==> src/rtl/pfcm_params.svh <==
// Purpose: constants of the parallel flash configuration master
// Assumes: 100 MHz system clock
// Notes: counts derive from the times beside them
`ifndef PFCM_PARAMS_SVH
`define PFCM_PARAMS_SVH
`define PFCM_CLK_PERIOD_NS 10
`define PFCM_CCLK_MAX_PERIOD_NS 50
// longest period rounds down, half of it per phase
`define PFCM_CCLK_HALF_CYCLES ((`PFCM_CCLK_MAX_PERIOD_NS / `PFCM_CLK_PERIOD_NS) / 2)
`define PFCM_RESTART_MIN_NS 500
`define PFCM_RESTART_MIN_CYCLES \
  ((`PFCM_RESTART_MIN_NS + `PFCM_CLK_PERIOD_NS - 1) / `PFCM_CLK_PERIOD_NS)
`define PFCM_BOOT_WORD_ADDR 24'h010000
`define PFCM_BOOT_BYTE_ADDR 25'h0020000
`define PFCM_CONFIG_WORDS 600000
`define PFCM_SYNC_W 20
`define PFCM_SYNC_RESTART 16
`define PFCM_SYNC_CE 17
`define PFCM_SYNC_PSCLK 18
`define PFCM_SYNC_PSDATA 19
`endif

==> src/rtl/pfcm_pkg.sv <==
// Purpose: types of the parallel flash configuration master
// Assumes: nothing
// Notes: one-hot state codes
`default_nettype none
package pfcm_pkg;
  typedef enum logic [3:0] {
    PFCM_OFF = 4'h1,
    PFCM_READ = 4'h2,
    PFCM_DONE = 4'h4,
    PFCM_ISP = 4'h8
  } pfcm_state_e;
  typedef enum logic [1:0] {
    PFCM_ACTIVE_PARALLEL = 2'h0,
    PFCM_ACTIVE_SERIAL = 2'h1,
    PFCM_PASSIVE_SERIAL = 2'h2
  } pfcm_scheme_e;
  typedef struct packed {
    logic [23:0] addr;
    logic ceN;
    logic oeN;
    logic weN;
    logic avdN;
  } pfcm_flash_s;
  typedef struct packed {
    logic strobe;
    logic write;
    logic [23:0] addr;
    logic [15:0] wdata;
  } pfcm_isp_s;
  typedef struct packed {
    logic valid;
    logic [15:0] data;
  } pfcm_word_s;
  typedef struct packed {
    logic valid;
    logic [7:0] data;
  } pfcm_byte_s;
endpackage
`default_nettype wire

==> src/rtl/pfcm_config_master.sv <==
// Purpose: active parallel flash configuration master with bus handover
// Assumes: 100 MHz clk; flash and serial pins asynchronous to clk
// Notes: flash wait line deliberately has no port
// Functional notes
// other master holds restart low 500 ns
// restart low tri-states all flash bus outputs
// other master releases bus, enable, then pulses restart
// drive flash bus only while enable grants
// other master claims bus by driving enable high
// flash wait ignored while configuring
// config clock from internal divider, period 50 ns max
// one 16-bit word per config clock cycle
// default boot word address 0x010000
// test-port instruction replaces boot address
// test port programs flash in system
// passive serial: one bit per rising clock
// restart release re-reads from current boot address; with ispEnable high the code goes to test-port mode and skips the read
`include "pfcm_params.svh"
`default_nettype none
module pfcm_config_master #(
  parameter int CONFIG_WORDS = `PFCM_CONFIG_WORDS
) (
  input wire logic clk,
  input wire logic rst_n,
  input wire logic configRestartN,
  input wire logic chipEnableN,
  input wire logic [1:0] schemeSel,
  input wire logic [15:0] flashDataIn,
  input wire logic psClock,
  input wire logic psData,
  input wire logic bootAddrLoad,
  input wire logic [23:0] bootAddrValue,
  input wire logic ispEnable,
  input wire pfcm_pkg::pfcm_isp_s ispCmd,
  output pfcm_pkg::pfcm_flash_s flashBus,
  output logic flashBusOeN,
  output logic [15:0] flashDataOut,
  output logic flashDataOeN,
  output logic configClock,
  output pfcm_pkg::pfcm_word_s cfgWord,
  output logic [15:0] ispReadData,
  output pfcm_pkg::pfcm_byte_s psByte,
  output logic configDone
);
  if (CONFIG_WORDS < 1 || CONFIG_WORDS > 24'hFFFFFF) begin : g_chk
    $error("CONFIG_WORDS out of range");
  end
  localparam logic [2:0] HALF = 3'(`PFCM_CCLK_HALF_CYCLES);
  if (`PFCM_CCLK_HALF_CYCLES < 1) begin : g_chk_clk
    $error("config clock half period below one cycle");
  end

  ////////////////////////////////////////////////////////////////////////
  logic rstMeta, rstSync;
  always_ff @(posedge clk or negedge rst_n) begin
    if (!rst_n) begin
      rstMeta <= 1'b0;
      rstSync <= 1'b0;
    end else begin
      rstMeta <= 1'b1;
      rstSync <= rstMeta;
    end
  end

  // data, restart, enable and serial pins pass two flops; first stage read by second only
  logic [`PFCM_SYNC_W-1:0] syncA, syncB;
  always_ff @(posedge clk or negedge rstSync) begin
    if (!rstSync) begin
      syncA <= '0;
      syncB <= '0;
    end else begin
      syncA <= {psData, psClock, chipEnableN, configRestartN, flashDataIn};
      syncB <= syncA;
    end
  end
  logic restartHigh, grantLost, psClkS, psDataS;
  logic [15:0] dataS;
  assign restartHigh = syncB[`PFCM_SYNC_RESTART];
  assign grantLost = syncB[`PFCM_SYNC_CE];
  assign psClkS = syncB[`PFCM_SYNC_PSCLK];
  assign psDataS = syncB[`PFCM_SYNC_PSDATA];
  assign dataS = syncB[15:0];

  // strap caught once, after reset release
  pfcm_pkg::pfcm_scheme_e scheme;
  logic strapTaken;
  always_ff @(posedge clk or negedge rstSync) begin
    if (!rstSync) begin
      scheme <= pfcm_pkg::PFCM_ACTIVE_PARALLEL;
      strapTaken <= 1'b0;
    end else if (!strapTaken) begin
      scheme <= pfcm_pkg::pfcm_scheme_e'(schemeSel);
      strapTaken <= 1'b1;
    end
  end
  logic apMode;
  assign apMode = strapTaken && (scheme == pfcm_pkg::PFCM_ACTIVE_PARALLEL);

  ////////////////////////////////////////////////////////////////////////
  // boot address survives restart pulses; only rst_n restores it
  logic [23:0] bootAddr;
  always_ff @(posedge clk or negedge rstSync) begin
    if (!rstSync) begin
      bootAddr <= `PFCM_BOOT_WORD_ADDR;
    end else if (bootAddrLoad) begin
      bootAddr <= bootAddrValue;
    end
  end

  ////////////////////////////////////////////////////////////////////////
  pfcm_pkg::pfcm_state_e state, next_state;
  logic [2:0] divCnt;
  logic cclkRise, lastWord;
  logic [23:0] wordCnt;
  assign cclkRise = (state == pfcm_pkg::PFCM_READ) && (divCnt == HALF - 3'h1) && !configClock;
  assign lastWord = (wordCnt == 24'(CONFIG_WORDS - 1));

  always_comb begin
    next_state = state;
    if (!restartHigh || grantLost || !apMode) begin
      next_state = pfcm_pkg::PFCM_OFF;
    end else begin
      unique case (state)
        pfcm_pkg::PFCM_OFF: begin
          next_state = ispEnable ? pfcm_pkg::PFCM_ISP : pfcm_pkg::PFCM_READ;
        end
        pfcm_pkg::PFCM_READ: begin
          if (cclkRise && lastWord) begin
            next_state = pfcm_pkg::PFCM_DONE;
          end
        end
        pfcm_pkg::PFCM_DONE: begin
          if (ispEnable) begin
            next_state = pfcm_pkg::PFCM_ISP;
          end
        end
        pfcm_pkg::PFCM_ISP: begin
          if (!ispEnable) begin
            next_state = pfcm_pkg::PFCM_DONE;
          end
        end
        default: next_state = pfcm_pkg::PFCM_OFF;
      endcase
    end
  end

  always_ff @(posedge clk or negedge rstSync) begin
    if (!rstSync) begin
      state <= pfcm_pkg::PFCM_OFF;
    end else begin
      state <= next_state;
    end
  end

  // enable tracks the next state so release lands on the same edge
  always_ff @(posedge clk or negedge rstSync) begin
    if (!rstSync) begin
      flashBusOeN <= 1'b1;
      configDone <= 1'b0;
    end else begin
      flashBusOeN <= !(next_state inside {pfcm_pkg::PFCM_READ, pfcm_pkg::PFCM_ISP});
      configDone <= (next_state == pfcm_pkg::PFCM_DONE) ||
                    (configDone && next_state == pfcm_pkg::PFCM_ISP);
    end
  end

  ////////////////////////////////////////////////////////////////////////
  // free divider; wait from flash never stalls it
  // idle count one below zero: first rise lands 3 cycles after the address,
  // once the two-flop data sync has caught the first word
  always_ff @(posedge clk or negedge rstSync) begin
    if (!rstSync) begin
      divCnt <= 3'h7;
      configClock <= 1'b0;
    end else if (state != pfcm_pkg::PFCM_READ) begin
      divCnt <= 3'h7;
      configClock <= 1'b0;
    end else if (divCnt == HALF - 3'h1) begin
      divCnt <= 3'h0;
      configClock <= !configClock;
    end else begin
      divCnt <= divCnt + 3'h1;
    end
  end

  ////////////////////////////////////////////////////////////////////////
  always_ff @(posedge clk or negedge rstSync) begin
    if (!rstSync) begin
      flashBus <= '{addr: `PFCM_BOOT_WORD_ADDR, ceN: 1'b1, oeN: 1'b1, weN: 1'b1, avdN: 1'b1};
      flashDataOut <= 16'h0000;
      flashDataOeN <= 1'b1;
      wordCnt <= 24'h000000;
      cfgWord <= '0;
      ispReadData <= 16'h0000;
    end else begin
      cfgWord.valid <= 1'b0;
      // last word is taken on the edge that leaves for done
      if (cclkRise && next_state != pfcm_pkg::PFCM_OFF) begin
        cfgWord <= '{valid: 1'b1, data: dataS};
        flashBus.addr <= flashBus.addr + 24'h000001;
        wordCnt <= wordCnt + 24'h000001;
      end
      unique case (next_state)
        pfcm_pkg::PFCM_READ: begin
          flashDataOeN <= 1'b1;
          flashBus.ceN <= 1'b0;
          flashBus.oeN <= 1'b0;
          flashBus.weN <= 1'b1;
          flashBus.avdN <= 1'b0;
          if (state != pfcm_pkg::PFCM_READ) begin
            flashBus.addr <= bootAddr;
            wordCnt <= 24'h000000;
          end
        end
        pfcm_pkg::PFCM_ISP: begin
          flashBus.ceN <= 1'b0;
          flashBus.avdN <= 1'b0;
          ispReadData <= dataS;
          if (ispCmd.strobe) begin
            flashBus.addr <= ispCmd.addr;
            flashBus.oeN <= ispCmd.write;
            flashBus.weN <= !ispCmd.write;
            flashDataOut <= ispCmd.wdata;
            flashDataOeN <= !ispCmd.write;
          end else begin
            flashBus.weN <= 1'b1;
          end
        end
        default: begin
          flashBus.ceN <= 1'b1;
          flashBus.oeN <= 1'b1;
          flashBus.weN <= 1'b1;
          flashBus.avdN <= 1'b1;
          flashDataOeN <= 1'b1;
        end
      endcase
    end
  end

  ////////////////////////////////////////////////////////////////////////
  // serial bits come lsb first, so shift in from the top
  logic psClkPrev, psRise;
  logic [7:0] psShift;
  logic [2:0] psBitCnt;
  assign psRise = psClkS && !psClkPrev && strapTaken &&
                  (scheme == pfcm_pkg::PFCM_PASSIVE_SERIAL) && restartHigh;
  always_ff @(posedge clk or negedge rstSync) begin
    if (!rstSync) begin
      psClkPrev <= 1'b0;
      psShift <= 8'h00;
      psBitCnt <= 3'h0;
      psByte <= '0;
    end else begin
      psClkPrev <= psClkS;
      psByte.valid <= 1'b0;
      if (!restartHigh) begin
        psBitCnt <= 3'h0;
      end else if (psRise) begin
        psShift <= {psDataS, psShift[7:1]};
        psBitCnt <= psBitCnt + 3'h1;
        if (psBitCnt == 3'h7) begin
          psByte <= '{valid: 1'b1, data: {psDataS, psShift[7:1]}};
        end
      end
    end
  end

  ////////////////////////////////////////////////////////////////////////
  logic [2:0] highCnt;
  always_ff @(posedge clk or negedge rstSync) begin
    if (!rstSync) begin
      highCnt <= 3'h0;
    end else begin
      highCnt <= configClock ? highCnt + 3'h1 : 3'h0;
    end
  end

  property p_restart_release;
    @(posedge clk) disable iff (!rstSync) !restartHigh |=> flashBusOeN && flashDataOeN;
  endproperty
  a_restart_release: assert property (p_restart_release)
    else $error("bus driven while restart low");
  property p_grant;
    @(posedge clk) disable iff (!rstSync) grantLost |=> flashBusOeN && flashBus.ceN;
  endproperty
  a_grant: assert property (p_grant)
    else $error("bus driven without grant");
  property p_clk_high;
    @(posedge clk) disable iff (!rstSync) highCnt <= HALF;
  endproperty
  a_clk_high: assert property (p_clk_high)
    else $error("config clock phase too long");
  property p_clk_period;
    @(posedge clk) disable iff (!rstSync)
      $rose(configClock) && state == pfcm_pkg::PFCM_READ && next_state == state
      |=> configClock ##1 !configClock;
  endproperty
  a_clk_period: assert property (p_clk_period)
    else $error("config clock period wrong");
  property p_word_on_rise;
    @(posedge clk) disable iff (!rstSync) cfgWord.valid |-> $rose(configClock);
  endproperty
  a_word_on_rise: assert property (p_word_on_rise)
    else $error("word outside config clock rise");
  property p_boot_start;
    @(posedge clk) disable iff (!rstSync)
      state == pfcm_pkg::PFCM_OFF && next_state == pfcm_pkg::PFCM_READ
      |=> flashBus.addr == $past(bootAddr) && !flashBusOeN;
  endproperty
  a_boot_start: assert property (p_boot_start)
    else $error("read did not start at boot address");
  property p_boot_load;
    @(posedge clk) disable iff (!rstSync) bootAddrLoad |=> bootAddr == $past(bootAddrValue);
  endproperty
  a_boot_load: assert property (p_boot_load)
    else $error("boot address not replaced");
  property p_isp;
    @(posedge clk) disable iff (!rstSync)
      state == pfcm_pkg::PFCM_ISP && next_state == pfcm_pkg::PFCM_ISP && ispCmd.strobe
      |=> flashBus.addr == $past(ispCmd.addr) && flashBus.weN == !$past(ispCmd.write);
  endproperty
  a_isp: assert property (p_isp)
    else $error("test port access not passed to flash");
  property p_ps_bit;
    @(posedge clk) disable iff (!rstSync) psRise |=> psShift[7] == $past(psDataS);
  endproperty
  a_ps_bit: assert property (p_ps_bit)
    else $error("serial bit not captured");
  c_read_word: cover property (@(posedge clk) disable iff (!rstSync) cfgWord.valid);
  c_handover: cover property (@(posedge clk) disable iff (!rstSync)
    state == pfcm_pkg::PFCM_READ ##1 state == pfcm_pkg::PFCM_OFF);
  c_isp: cover property (@(posedge clk) disable iff (!rstSync) state == pfcm_pkg::PFCM_ISP);
  c_ps_byte: cover property (@(posedge clk) disable iff (!rstSync) psByte.valid);
endmodule
`default_nettype wire

==> config.mk <==
export PLATFORM = sky130hd
export DESIGN_NAME = pfcm_config_master
export DESIGN_NICKNAME = d
export VERILOG_FILES = /design/src/rtl/pfcm_pkg.sv /design/src/rtl/pfcm_config_master.sv
export VERILOG_INCLUDE_DIRS = /design/src /design/src/rtl
export SDC_FILE = /design/constraint.sdc
export NUM_CORES = 1
export LEC_CHECK = 0
export BUFFER_PORTS_ARGS = -buffer_cell sky130_fd_sc_hd__buf_2
export CAP_MARGIN = 15
export CORE_UTILIZATION = 25
export CTS_BUF_LIST = sky130_fd_sc_hd__clkbuf_8
export CTS_CLUSTER_DIAMETER = 120
export CTS_CLUSTER_SIZE = 28
export DETAILED_ROUTE_END_ITERATION = 8
export SYNTH_ARGS = -nofsm -noshare
export SYNTH_HDL_FRONTEND = slang
export SYNTH_SLANG_ARGS = --single-unit
==> constraint.sdc <==
create_clock -name clk -period 8.43 [get_ports clk]
set_input_delay 2.529 -clock clk [delete_from_list [all_inputs] [get_ports clk]]
set_output_delay 2.529 -clock clk [all_outputs]
set_load 0.01 [all_outputs]
---- Word level (Yosys, flattened, before mapping) ----
Index checks and enable logic that the tools add are counted.
storage, ports and cells
  register bits after elaboration ......... 202
  logic and storage cells ................. 100
operators by class
  $add $sub $neg .......................... 4
  equality and inequality tests ........... 15
  multiplexer cells ....................... 28
  reductions and logical operators ........ 25
operators with widths
  cell                     count
  $mux W24                 6
  $add A24 B1 Y24 const B  2
  $pmux W24 S2             1
  $mux W9                  3
  $eq A24 B20 Y1 const B   1
  $mux W4                  5
  $mux W17                 1
  $pmux W4 S4              1
  $mux W3                  4
  $logic_and A1 B1 Y1      10
  $eq A4 B2 Y1 const B     2
  $eq A4 B3 Y1 const B     2
  $eq A4 B4 Y1 const B     2
  $pmux W4 S2              1
  $add A3 B1 Y3 const B    2
  $logic_not A1 Y1         6
  $mux W1                  6
  $eq A4 B1 Y1 const B     1
  $ne A4 B1 Y1 const B     1
  $ne A4 B2 Y1 const B     1
  $reduce_and A2 Y1        2
  $reduce_bool A2 Y1       2
  $eq A3 B1 Y1 const B     1
  $eq A3 B3 Y1 const B     1
  6 further kinds          8

---- Longest topological paths before layout ----
Gate-level depths: netlist (run 1).
  word-level depth ........................ 12
  gate-level depth with buffers ........... 9
  mapped depth without buffers ............ 6

---- Worst setup path after synthesis (run 1) ----
No wires, ideal clock.
  path kind ............................... input port to flip-flop
  start point ............................. input port ispCmd[41] (netlist bit)
  end point ............................... register flashBus[15] (netlist bit)
  library setup time ...................... 0.133 ns
  data arrival time ....................... 3.856 ns
  data required time ...................... 8.297 ns
  path slack .............................. 4.441 ns
  stages on the path ...................... 7
  buffers on the path ..................... 2
  cell sequence ........................... clkbuf_1 > and3b_1 > a22oi_1 > o21ai_0 > nor3b_1 > clkbuf_1 > o21ai_0
between the ends
  longest elaborated chain between the ends .. 2
RTL lines
  item                  RTL line                   source
  start, declared       pfcm_config_master.sv:34   input wire pfcm_pkg::pfcm_isp_s ispCmd,
  $mux W24              pfcm_config_master.sv:219  if (ispCmd.strobe) begin
  $pmux W24 S2          pfcm_config_master.sv:203  unique case (next_state)
  end signal, assigned  pfcm_config_master.sv:189  flashBus <= '{addr: `PFCM_BOOT_WORD_ADDR, ceN: 1'b1, oeN: 1'b1, weN: 1'b1, avdN: 1'b1};
  end, declared         pfcm_config_master.sv:35   output pfcm_pkg::pfcm_flash_s flashBus,
No other way between the ends.
A chain may end at the register's enable or synchronous reset.

---- Worst setup path after layout (run 1) ----
  start point ............................. input port ispEnable
  end point ............................... register flashBus[8] (netlist bit)
between the ends
  longest elaborated chain between the ends .. 8
  elaborated cells on any way between the ends .. 13
RTL lines
  item                         RTL line                                                                         source
  start, declared              pfcm_config_master.sv:33                                                         input wire logic ispEnable,
  $mux W4 (on tied branches)   pfcm_config_master.sv:138, pfcm_config_master.sv:125, pfcm_config_master.sv:133
  $pmux W4 S4 (*)              pfcm_config_master.sv:123                                                        unique case (state)
  $mux W4 (*)                  pfcm_config_master.sv:120                                                        if (!restartHigh || grantLost || !apMode) begin
  $ne A4 B1 Y1                 pfcm_config_master.sv:198                                                        if (cclkRise && next_state != pfcm_pkg::PFCM_OFF) begin
  $logic_and A1 B1 Y1          pfcm_config_master.sv:198
  $mux W24                     pfcm_config_master.sv:198
  $mux W24 (on tied branches)  pfcm_config_master.sv:219, pfcm_config_master.sv:210
  $pmux W24 S2 (*)             pfcm_config_master.sv:203
Every way passes the cells marked *; elsewhere a longest branch is shown, timed or not.

==> results_tabular.tex, run 1 <==
\begin{tabular}{lr}
\hline
Metric & Value \\
\hline
\multicolumn{2}{l}{\textbf{Clock network}} \\
Clock tree from TritonCTS & done \\
CTS root buffer & clkbuf\_8 \\
Maximum clock path buffer count & 2 \\
CTS hold repair buffers & 0 \\
Sink Count & $\sim$200 \\
CTS H-tree lvls & 4 \\
Post-CTS resize count & 0 \\
Number of clock buffers inserted by TritonCTS & 17 \\
Number of setup buffers added after CTS & 0 \\
Clock insertion delay at the later pin of the skew report & approximately 500 ps \\
Clk slew on worst S/H paths & 100 ps \\
\multicolumn{2}{l}{\textbf{Cells and area}} \\
Layout fillers & between 3000 and 4000 \\
Nets@finish & 955 \\
Ratio of cells with drive above 1 in the final layout & about 36\% \\
Layout overhead on the synthesized area & 21.34\% \\
\multicolumn{2}{l}{\textbf{Floorplanning}} \\
Top-level I/O count & approximately 180 \\
Starting utilization of the core area & between 20\% and 30\% \\
Core area & 32620 um2 \\
Die Outline Area & 33960 um2 \\
Num rows & 66 \\
Die outline width & 184.3 um \\
Die Height & roughly 180 um \\
\multicolumn{2}{l}{\textbf{STA}} \\
Accumulated negative setup slack & 0 ps \\
Number of setup violations in the final report & 0 \\
Highest attainable clock frequency & about 230 MHz \\
Slew at the pin closest to its max-slew limit & roughly 1200 ps \\
Final critical-path share of the clock period & between 50 and 60\% \\
Clock Skews & around 18 ps \\
Unrepaired setup endpoints after global routing & false \\
Post-route worst hold slack & about 350 ps \\
Max Transition Viols Final & 0 \\
Worst rel slew slack & approximately 22\% \\
Hold Fails Final Rpt & 0 \\
Final period demand of the worst path & 4409 ps \\
\multicolumn{2}{l}{\textbf{Drt}} \\
\# DRC & 0 \\
Post-detailed-route wirelength per cell & approximately 16 um \\
Routed via count & 5920 \\
Detail Route Antenna Nets & 0 \\
Drt pass-1 iters & 4 \\
Drt total wl & between 20000 and 25000 um \\
DR iter-0 viols & 323 \\
Via density per instance & between 4 and 5 \\
\multicolumn{2}{l}{\textbf{Global route}} \\
Wire length of the first global-routing pass & 33000 um \\
Met1 layer usage reported by global route & 16.62\% \\
Remaining global-route overflow & 0 \\
All-layer global routing usage & about an eighth \\
Global-route met3 utilization & under 10\% \\
Via count of the first global-routing pass & 5918 \\
Maximum number of pins on one net before global-route repair & 71 \\
Most crowded layer after global routing & met2 \\
Antenna violations before repair & 9 \\
Met2 layer usage reported by global route & approximately a fifth \\
\multicolumn{2}{l}{\textbf{Power}} \\
Maximum vdd ir drop & $\sim$0.00011 V \\
Power density relative to cell area & 222.3 nW/um2 \\
Leakage & between 4 and 5 nW \\
\multicolumn{2}{l}{\textbf{Worst hold path}} \\
Min-Delay Path Class & flip-flop to flip-flop \\
\multicolumn{2}{l}{\textbf{Worst setup path}} \\
Depth of the worst register-to-register path & 7 \\
Endpoint of the worst setup timing path & flashBus[8]\$\_DFF\_PN0\_ \\
End of the worst register-to-register path & flashBus[5]\$\_DFF\_PN0\_ \\
Startpoint class of the critical path & primary input \\
Critical Setup Path Class & primary input to flip-flop \\
Max FO, Critical Path & 20 \\
Worst EP arrival & between 4000 and 5000 ps \\
Worst R2R Start & state[0]\$\_DFF\_PN1\_ \\
CP startpoint & ispEnable \\
Setup slack of the most critical reg-to-reg path & 5360 ps \\
Worst EP required & 8810 ps \\
Type of destination of the critical path & flip-flop \\
\multicolumn{2}{l}{\textbf{Yosys}} \\
Flip-flop and latch count after synthesis & approximately 200 \\
Number of distinct library cells after synthesis & between 60 and 70 \\
Dominant cells by area after synthesis & dfrtp\_1, mux2\_2, xnor2\_1 \\
Most frequently used cell type in the post-synthesis netlist & dfrtp\_1 \\
Number of enable flip-flop cells after synthesis & 0 \\
Commonest register cell after synthesis & dfrtp\_1 \\
Netlist area before placement & 8308 um2 \\
Synthesized instance count & between 600 and 700 \\
Cell type with the highest aggregate area in the netlist & dfrtp\_1 \\
Fraction of synthesis flops using an asynchronous set or reset pin & 100.0\% \\
Synthesis warning total & 0 \\
Most common library cells after synthesis & dfrtp\_1, nand2\_1, mux2\_2, xnor2\_1, nor2\_1 \\
Syn Area/Cell & around 12 um2 \\
Sequential area share after synthesis & 60.09\% \\
Portion of synthesized cell area occupied by the leading cell type & roughly 57\% \\
\multicolumn{2}{l}{\textbf{Placement}} \\
Placed wire-length estimate & 15060 um \\
Final Wtd Congestion & roughly 0.77 \\
Total of buffers placed on input and output ports & around 180 \\
\multicolumn{2}{l}{\textbf{Run status}} \\
Result of the run & complete, no violations \\
\multicolumn{2}{l}{\textbf{Job}} \\
Max cap viols & 0 \\
\hline
\end{tabular}
## area by class of cell
type	count	area, um2	area share [%]
multi-input cells	440	3123	30.98
clock buffers	17	234.0	2.321
well taps	442	553.0	5.486
repair buffers	187	970.9	9.631
inverters	14	52.55	0.5213
clock inverters	14	141.4	1.403
diodes	4	10.01	0.09929
flip-flops and latches	199	4996	49.56
## report_power, final
group | internal, W | total (W) | switching [W]
Sequential | 0.00109 | 0.00124 | 0.000145
Combinational | 0.000204 | 0.000408 | 0.000203
Clock | 0.000240 | 0.000598 | 0.000358
Total | 0.00154 | 0.00224 | 0.000706
## worst min path at each step
stage                                   start             endpoint  depth (start not counted)
after floorplan             rstMeta$_DFF_PN0_    rstSync$_DFF_PN0_                          0
after global placement    syncA[14]$_DFF_PN0_  syncB[14]$_DFF_PN0_                          0
after detailed placement  syncA[10]$_DFF_PN0_  syncB[10]$_DFF_PN0_                          0
after CTS                 syncA[10]$_DFF_PN0_  syncB[10]$_DFF_PN0_                          0
after global routing       syncA[1]$_DFF_PN0_   syncB[1]$_DFF_PN0_                          0
final                      syncA[3]$_DFF_PN0_   syncB[3]$_DFF_PN0_                          0
## per-layer routing
| metal | vias up | wire [um] | share of wire [%] |
|---|---|---|---|
| li1 | 2775 | - | - |
| met1 | 2920 | 9316 | 44 |
| met2 | 183 | 9596 | 46 |
| met3 | 34 | 1565 | 7.5 |
| met4 | 8 | 410 | 2.0 |
| met5 | - | 55 | 0.26 |
## metrics by stage
| stage | setup WS, ps | area (um2) | total power [W] | cells | utilization [%] |
|---|---|---|---|---|---|
| detailed placement | 3479 | 9668 | 0.001667 | 1281 | 29.64 |
| global placement | 3536 | 9668 | 0.001656 | 1281 | 29.64 |
| finish | 4021 | 10080 | 0.002241 | 1317 | 30.91 |
| floorplan | 2492 | 8312 | 0.001472 | 685 | - |
| global route | 3854 | 10080 | 0.002376 | 1315 | 30.89 |
| CTS | 4030 | 10040 | 0.002276 | 1312 | 30.79 |
## critical path, stage by stage
cell and delay (ps):
buf_2 130, nand2b_1 70, a211o_1 230, or2_1 920
inv_1 470, a221o_1 430
## placed cells by master (no fill, tap or decap), types with 3 or more instances in the layout
cell type,netlist,final
dfrtp_1,189,188
nor2b_1,4,4
mux2_2,64,64
mux2_4,9,9
clkinv_4,0,3
dfstp_2,10,10
and2_1,3,3
inv_6,0,4
o21ai_0,28,28
clkbuf_8,0,17
nor4b_1,3,3
nand4_1,11,11
mux2i_1,3,3
nand2b_1,9,9
and3_1,4,4
nand2_1,82,82
and4_1,6,6
ha_1,4,4
nand3b_1,3,3
buf_2,12,181
buf_4,2,5
nor4_1,25,25
xnor2_1,37,37
nor3b_1,3,3
o31ai_1,3,3
nand3_1,14,14
inv_1,13,13
o211ai_1,3,3
nor2_1,31,30
nor3_1,13,13
diode_2,0,4
nand4b_1,3,3
a21oi_1,9,9
o31a_1,4,4
clkinvlp_4,0,3
a21o_1,3,3
a22oi_1,16,16
xor2_1,3,3
## kinds of logic after synthesis
group | count (synthesis) | synth area share [%]
other | 1 | 0.04514
xor gates and xnor gates | 40 | 4.217
adders and majority gates | 4 | 0.6024
muxes | 76 | 10.66
buffers and inverters | 46 | 2.530
DFF | 199 | 60.09
AOI/OAI and AO/OA | 85 | 6.868
and+or+nand+nor | 233 | 14.98
## sequential cells by signal (all words and copies together), names as in the netlist
register and count:
cfgWord 17, syncA 20, configClock 1, syncB 20
rstSync 1, flashBus 27, psBitCnt 3, divCnt 3
strapTaken 1, flashDataOut 16, configDone 1, psClkPrev 1
wordCnt 24, psShift 7, psByte 9, rstMeta 1
flashDataOeN 1, scheme 2, bootAddr 24, state 4
ispReadData 16
Note: power is estimated with default switching activity, not from simulation.
==> inputs of run 2 (changes only) <==
--- a/config.mk
+++ b/config.mk
@@ -6,6 +6,7 @@
 export SDC_FILE = /design/constraint.sdc
 export NUM_CORES = 1
 export LEC_CHECK = 0
+export ABC_AREA = 1
 export BUFFER_PORTS_ARGS = -buffer_cell sky130_fd_sc_hd__buf_2
 export CAP_MARGIN = 15
 export CORE_UTILIZATION = 25
==> constraint.sdc (replaced) <==
create_clock -name clk -period 4.05 [get_ports clk]
set_input_delay 1.215 -clock clk [delete_from_list [all_inputs] [get_ports clk]]
set_output_delay 1.215 -clock clk [all_outputs]
set_load 0.01 [all_outputs]
==> results_tabular.tex, run 2 <==
\begin{tabular}{lr}
\hline
Metric & Value \\
\hline
\multicolumn{2}{l}{\textbf{Clock network}} \\
CTS root buffer & clkbuf\_8 \\
Number of setup buffers added after CTS & 0 (unchanged) \\
Clock tree from TritonCTS & done \\
Clk slew on worst S/H paths & 100 ps (about the same) \\
Number of clock buffers inserted by TritonCTS & 17 (unchanged) \\
Sink Count & 199 (unchanged) \\
CTS hold repair buffers & 0 (unchanged) \\
Post-CTS resize count & 0 (unchanged) \\
CTS H-tree lvls & 4 (unchanged) \\
Maximum clock path buffer count & 2 (unchanged) \\
Clock insertion delay at the later pin of the skew report & 480 ps (about the same) \\
\multicolumn{2}{l}{\textbf{Yosys}} \\
Portion of synthesized cell area occupied by the leading cell type & 49.39\% (-7.5 points) \\
Most common library cells after synthesis & nand2\_1, dfrtp\_1, inv\_1, nand3\_1, o21ai\_0 \\
Dominant cells by area after synthesis & dfrtp\_1, nand2\_1, nand3\_1 \\
Most frequently used cell type in the post-synthesis netlist & nand2\_1 \\
Sequential area share after synthesis & 52.13\% (-8.0 points) \\
Basic-gate share of the synthesized area counting and, or, nand and nor cells & 27.24\% (+12 points) \\
Commonest register cell after synthesis & dfrtp\_1 \\
Flip-flop and latch count after synthesis & 199 (unchanged) \\
Largest family of logic cells by synthesized area & simple AND/OR/NAND/NOR gates \\
Number of enable flip-flop cells after synthesis & 0 (unchanged) \\
Netlist area before placement & 9577 um2 (+15\%) \\
Synthesized instance count & 1133 (+66\%) \\
Cell type with the highest aggregate area in the netlist & dfrtp\_1 \\
Synthesis warning total & 0 (unchanged) \\
Number of distinct library cells after synthesis & 44 (-33\%) \\
Fraction of synthesis flops using an asynchronous set or reset pin & 100.0\% (unchanged) \\
Mux share of post-synthesis cell area & 3.998\% (-6.7 points) \\
Syn Area/Cell & 8.453 um2 (-30\%) \\
Adder-cell area share of the yosys netlist & 0.5226\% (-0.080 points) \\
Post-synthesis compound-gate area fraction & 6.402\% (-0.47 points) \\
Parity-gate share of the synthesized area counting xor and xnor cells & 2.469\% (-1.7 points) \\
\multicolumn{2}{l}{\textbf{Placement}} \\
Placed wire-length estimate & 18260 um (+21\%) \\
Total of buffers placed on input and output ports & 181 (unchanged) \\
Final Wtd Congestion & 0.8377 (+8.2\%) \\
\multicolumn{2}{l}{\textbf{Drt}} \\
Via density per instance & 4.337 (-3.5\%) \\
DR iter-0 viols & 395 (+22\%) \\
Post-detailed-route wirelength per cell & 13.82 um (-13\%) \\
Drt pass-1 iters & 5 (+1) \\
Drt total wl & 25190 um (+20\%) \\
Detail Route Antenna Nets & 0 (unchanged) \\
Routed via count & 7907 (+34\%) \\
\# DRC & 0 (unchanged) \\
\multicolumn{2}{l}{\textbf{Global route}} \\
Met2 layer usage reported by global route & 20.06\% (+0.54 points) \\
Remaining global-route overflow & 0 (unchanged) \\
Global-route met3 utilization & 4.020\% (-0.62 points) \\
Wire length of the first global-routing pass & 40530 um (+23\%) \\
Via count of the first global-routing pass & 7638 (+29\%) \\
All-layer global routing usage & 13.26\% (+0.42 points) \\
Met1 layer usage reported by global route & 18.09\% (+1.5 points) \\
Maximum number of pins on one net before global-route repair & 82 (+15\%) \\
Antenna violations before repair & 7 (-2) \\
Most crowded layer after global routing & met2 \\
\multicolumn{2}{l}{\textbf{STA}} \\
Clock Skews & 21.07 ps (+2.672 ps) \\
Unrepaired setup endpoints after global routing & false \\
Number of setup violations in the final report & 0 (unchanged) \\
Worst rel slew slack & 29.66\% (+7.8 points) \\
Accumulated negative setup slack & 0 ps (unchanged) \\
Hold Fails Final Rpt & 0 (unchanged) \\
Slew at the pin closest to its max-slew limit & 1055 ps (-117.7 ps) \\
Highest attainable clock frequency & about 400 MHz \\
Final period demand of the worst path & 2479 ps \\
Final critical-path share of the clock period & between 60\% and 70\% \\
Max Transition Viols Final & 0 (unchanged) \\
\multicolumn{2}{l}{\textbf{Power}} \\
Leakage & 5.644 nW (+24\%) \\
Maximum vdd ir drop & 0.0002606 V (+130\%) \\
Power density relative to cell area & 417.4 nW/um2 (+88\%) \\
\multicolumn{2}{l}{\textbf{Worst setup path}} \\
Startpoint class of the critical path & flip-flop \\
CP peak stage delay & 630 ps (-290 ps) \\
CP startpoint & state[0]\$\_DFF\_PN1\_ \\
Cell chain of the critical path & nor2\_4, nand2\_8, inv\_6, nand3\_4, buf\_4, o21ai\_1, nand2\_1, o21ai\_0, nand2\_1, nand3\_1 \\
Cell with the biggest individual delay on the critical path & buf\_4 \\
Max FO, Critical Path & 80 (+300\%) \\
Critical Setup Path Class & flip-flop to flip-flop \\
Worst EP required & 4410 ps (-4400 ps) \\
Type of destination of the critical path & flip-flop \\
Crit path buf inv count & 2 (unchanged) \\
Worst EP arrival & 2840 ps (-1950 ps) \\
Worst R2R Start & state[0]\$\_DFF\_PN1\_ \\
Most frequent cell on the critical path & nand2\_1 \\
CP top delay family & buffers and inverters \\
\multicolumn{2}{l}{\textbf{Cells and area}} \\
Commonest non-fill, non-tap cell in the layout & nand2\_1 \\
Ratio of cells with drive above 1 in the final layout & 22.99\% (-13 points) \\
Registers with the most flip-flops & flashBus: 27 flops, bootAddr: 24 flops, wordCnt: 24 flops \\
Layout overhead on the synthesized area & 18.38\% \\
Leading cell types in the layout, fill and taps excluded & nand2\_1, dfrtp\_1, buf\_2 \\
Top register by number of flip-flops & flashBus \\
Nets@finish & 1393 (+46\%) \\
Final Util & 30.10\% (-0.81 points) \\
Max reg flops & 27 (unchanged) \\
\multicolumn{2}{l}{\textbf{Floorplanning}} \\
Die outline width & 197.7 um (+7.3\%) \\
Top-level I/O count & 182 (unchanged) \\
Die Outline Area & 39090 um2 (+15\%) \\
Num rows & 71 (+7.6\%) \\
Die Height & 197.7 um (+7.3\%) \\
Starting utilization of the core area & 25.43\% (-0.045 points) \\
Core area & 37670 um2 (+15\%) \\
\multicolumn{2}{l}{\textbf{Job}} \\
Max cap viols & 0 (unchanged) \\
\multicolumn{2}{l}{\textbf{Worst hold path}} \\
Min-Delay Path Class & flip-flop to flip-flop \\
HP Start & syncA[18]\$\_DFF\_PN0\_ \\
\multicolumn{2}{l}{\textbf{Run status}} \\
Result of the run & complete, no violations \\
\hline
\end{tabular}
[run 2: path summary, 6_finish.rpt]
path                                                    end  slack [ps]  cells after the start
worst max-delay path                 flashBus[10]$_DFF_PN0_        1570                     10
worst min-delay path                    syncB[18]$_DFF_PN0_         360                      0
worst max register to register       flashBus[10]$_DFF_PN0_        1570                     10
worst min register to register          syncB[18]$_DFF_PN0_         360                      0
max in group asynchronous           flashBus[2]$_DFFE_PN1P_        2540                      1
min in group asynchronous       flashDataOut[5]$_DFFE_PN0P_         510                      0
[run 2: worst register-to-register path, stage by stage, from the launching register on]
cell and delay, ps:
dfstp_2 590, nor2_4 60, nand2_8 170, inv_6 170, nand3_4 140, buf_4 630
o21ai_1 300, nand2_1 100, o21ai_0 70, nand2_1 70, nand3_1 80
[run 2: area by class of cell]
cell class                      count  area, um2
Antenna cell                        3      7.507
Clock buffer                       18      247.7
Clock inverter                     13      140.1
Fill cell                        4015      26330
Inverter                          111      429.2
Multi-Input combinational cell    779       3899
Sequential cell                   199       4996
Tap cell                          511      639.4
Timing Repair Buffer              189      978.4
[run 2: metal layers]
metal / part of all wire [%] / wire length (um)
met5: 0.18 / 45
met1: 47 / 11780
met2: 45 / 11300
met4: 1.4 / 355
met3: 6.8 / 1708
[run 2: cells by family (layout without fill, tap and decap cells)]
family | after synthesis | after routing
compound gates | 110 | 110
fa+ha+maj | 4 | 4
simple gates | 605 | 605
other cells | 1 | 5
buf+inv | 156 | 331
flops | 199 | 199
mux | 31 | 31
xor+xnor | 27 | 27
[run 2: power breakdown]
group          leakage (nW)  total (W)  switching [W]  internal [W]
clock network         0.186    0.00125       0.000780      0.000470
logic                  2.98   0.000961       0.000547      0.000413
registers              2.48    0.00252       0.000278       0.00224
total                  5.64    0.00473        0.00161       0.00313
[run 2: per-stage QoR]
| step | total power, W | worst slack (ps) | cell area [um2] | instances | hold slack (ps) |
|---|---|---|---|---|---|
| 2_1_floorplan | 0.003101 | 780.4 | 9582 | 1134 | 331.1 |
| 3_5_place_dp | 0.003526 | 1304 | 10940 | 1789 | 334.7 |
| 4_1_cts | 0.004808 | 1533 | 11330 | 1820 | 360.8 |
| 6_report | 0.004732 | 1571 | 11340 | 1823 | 356.4 |
| 5_1_grt | 0.005023 | 1307 | 11330 | 1821 | 361.9 |
| 3_3_place_gp | 0.003499 | 1340 | 10940 | 1789 | 331.6 |
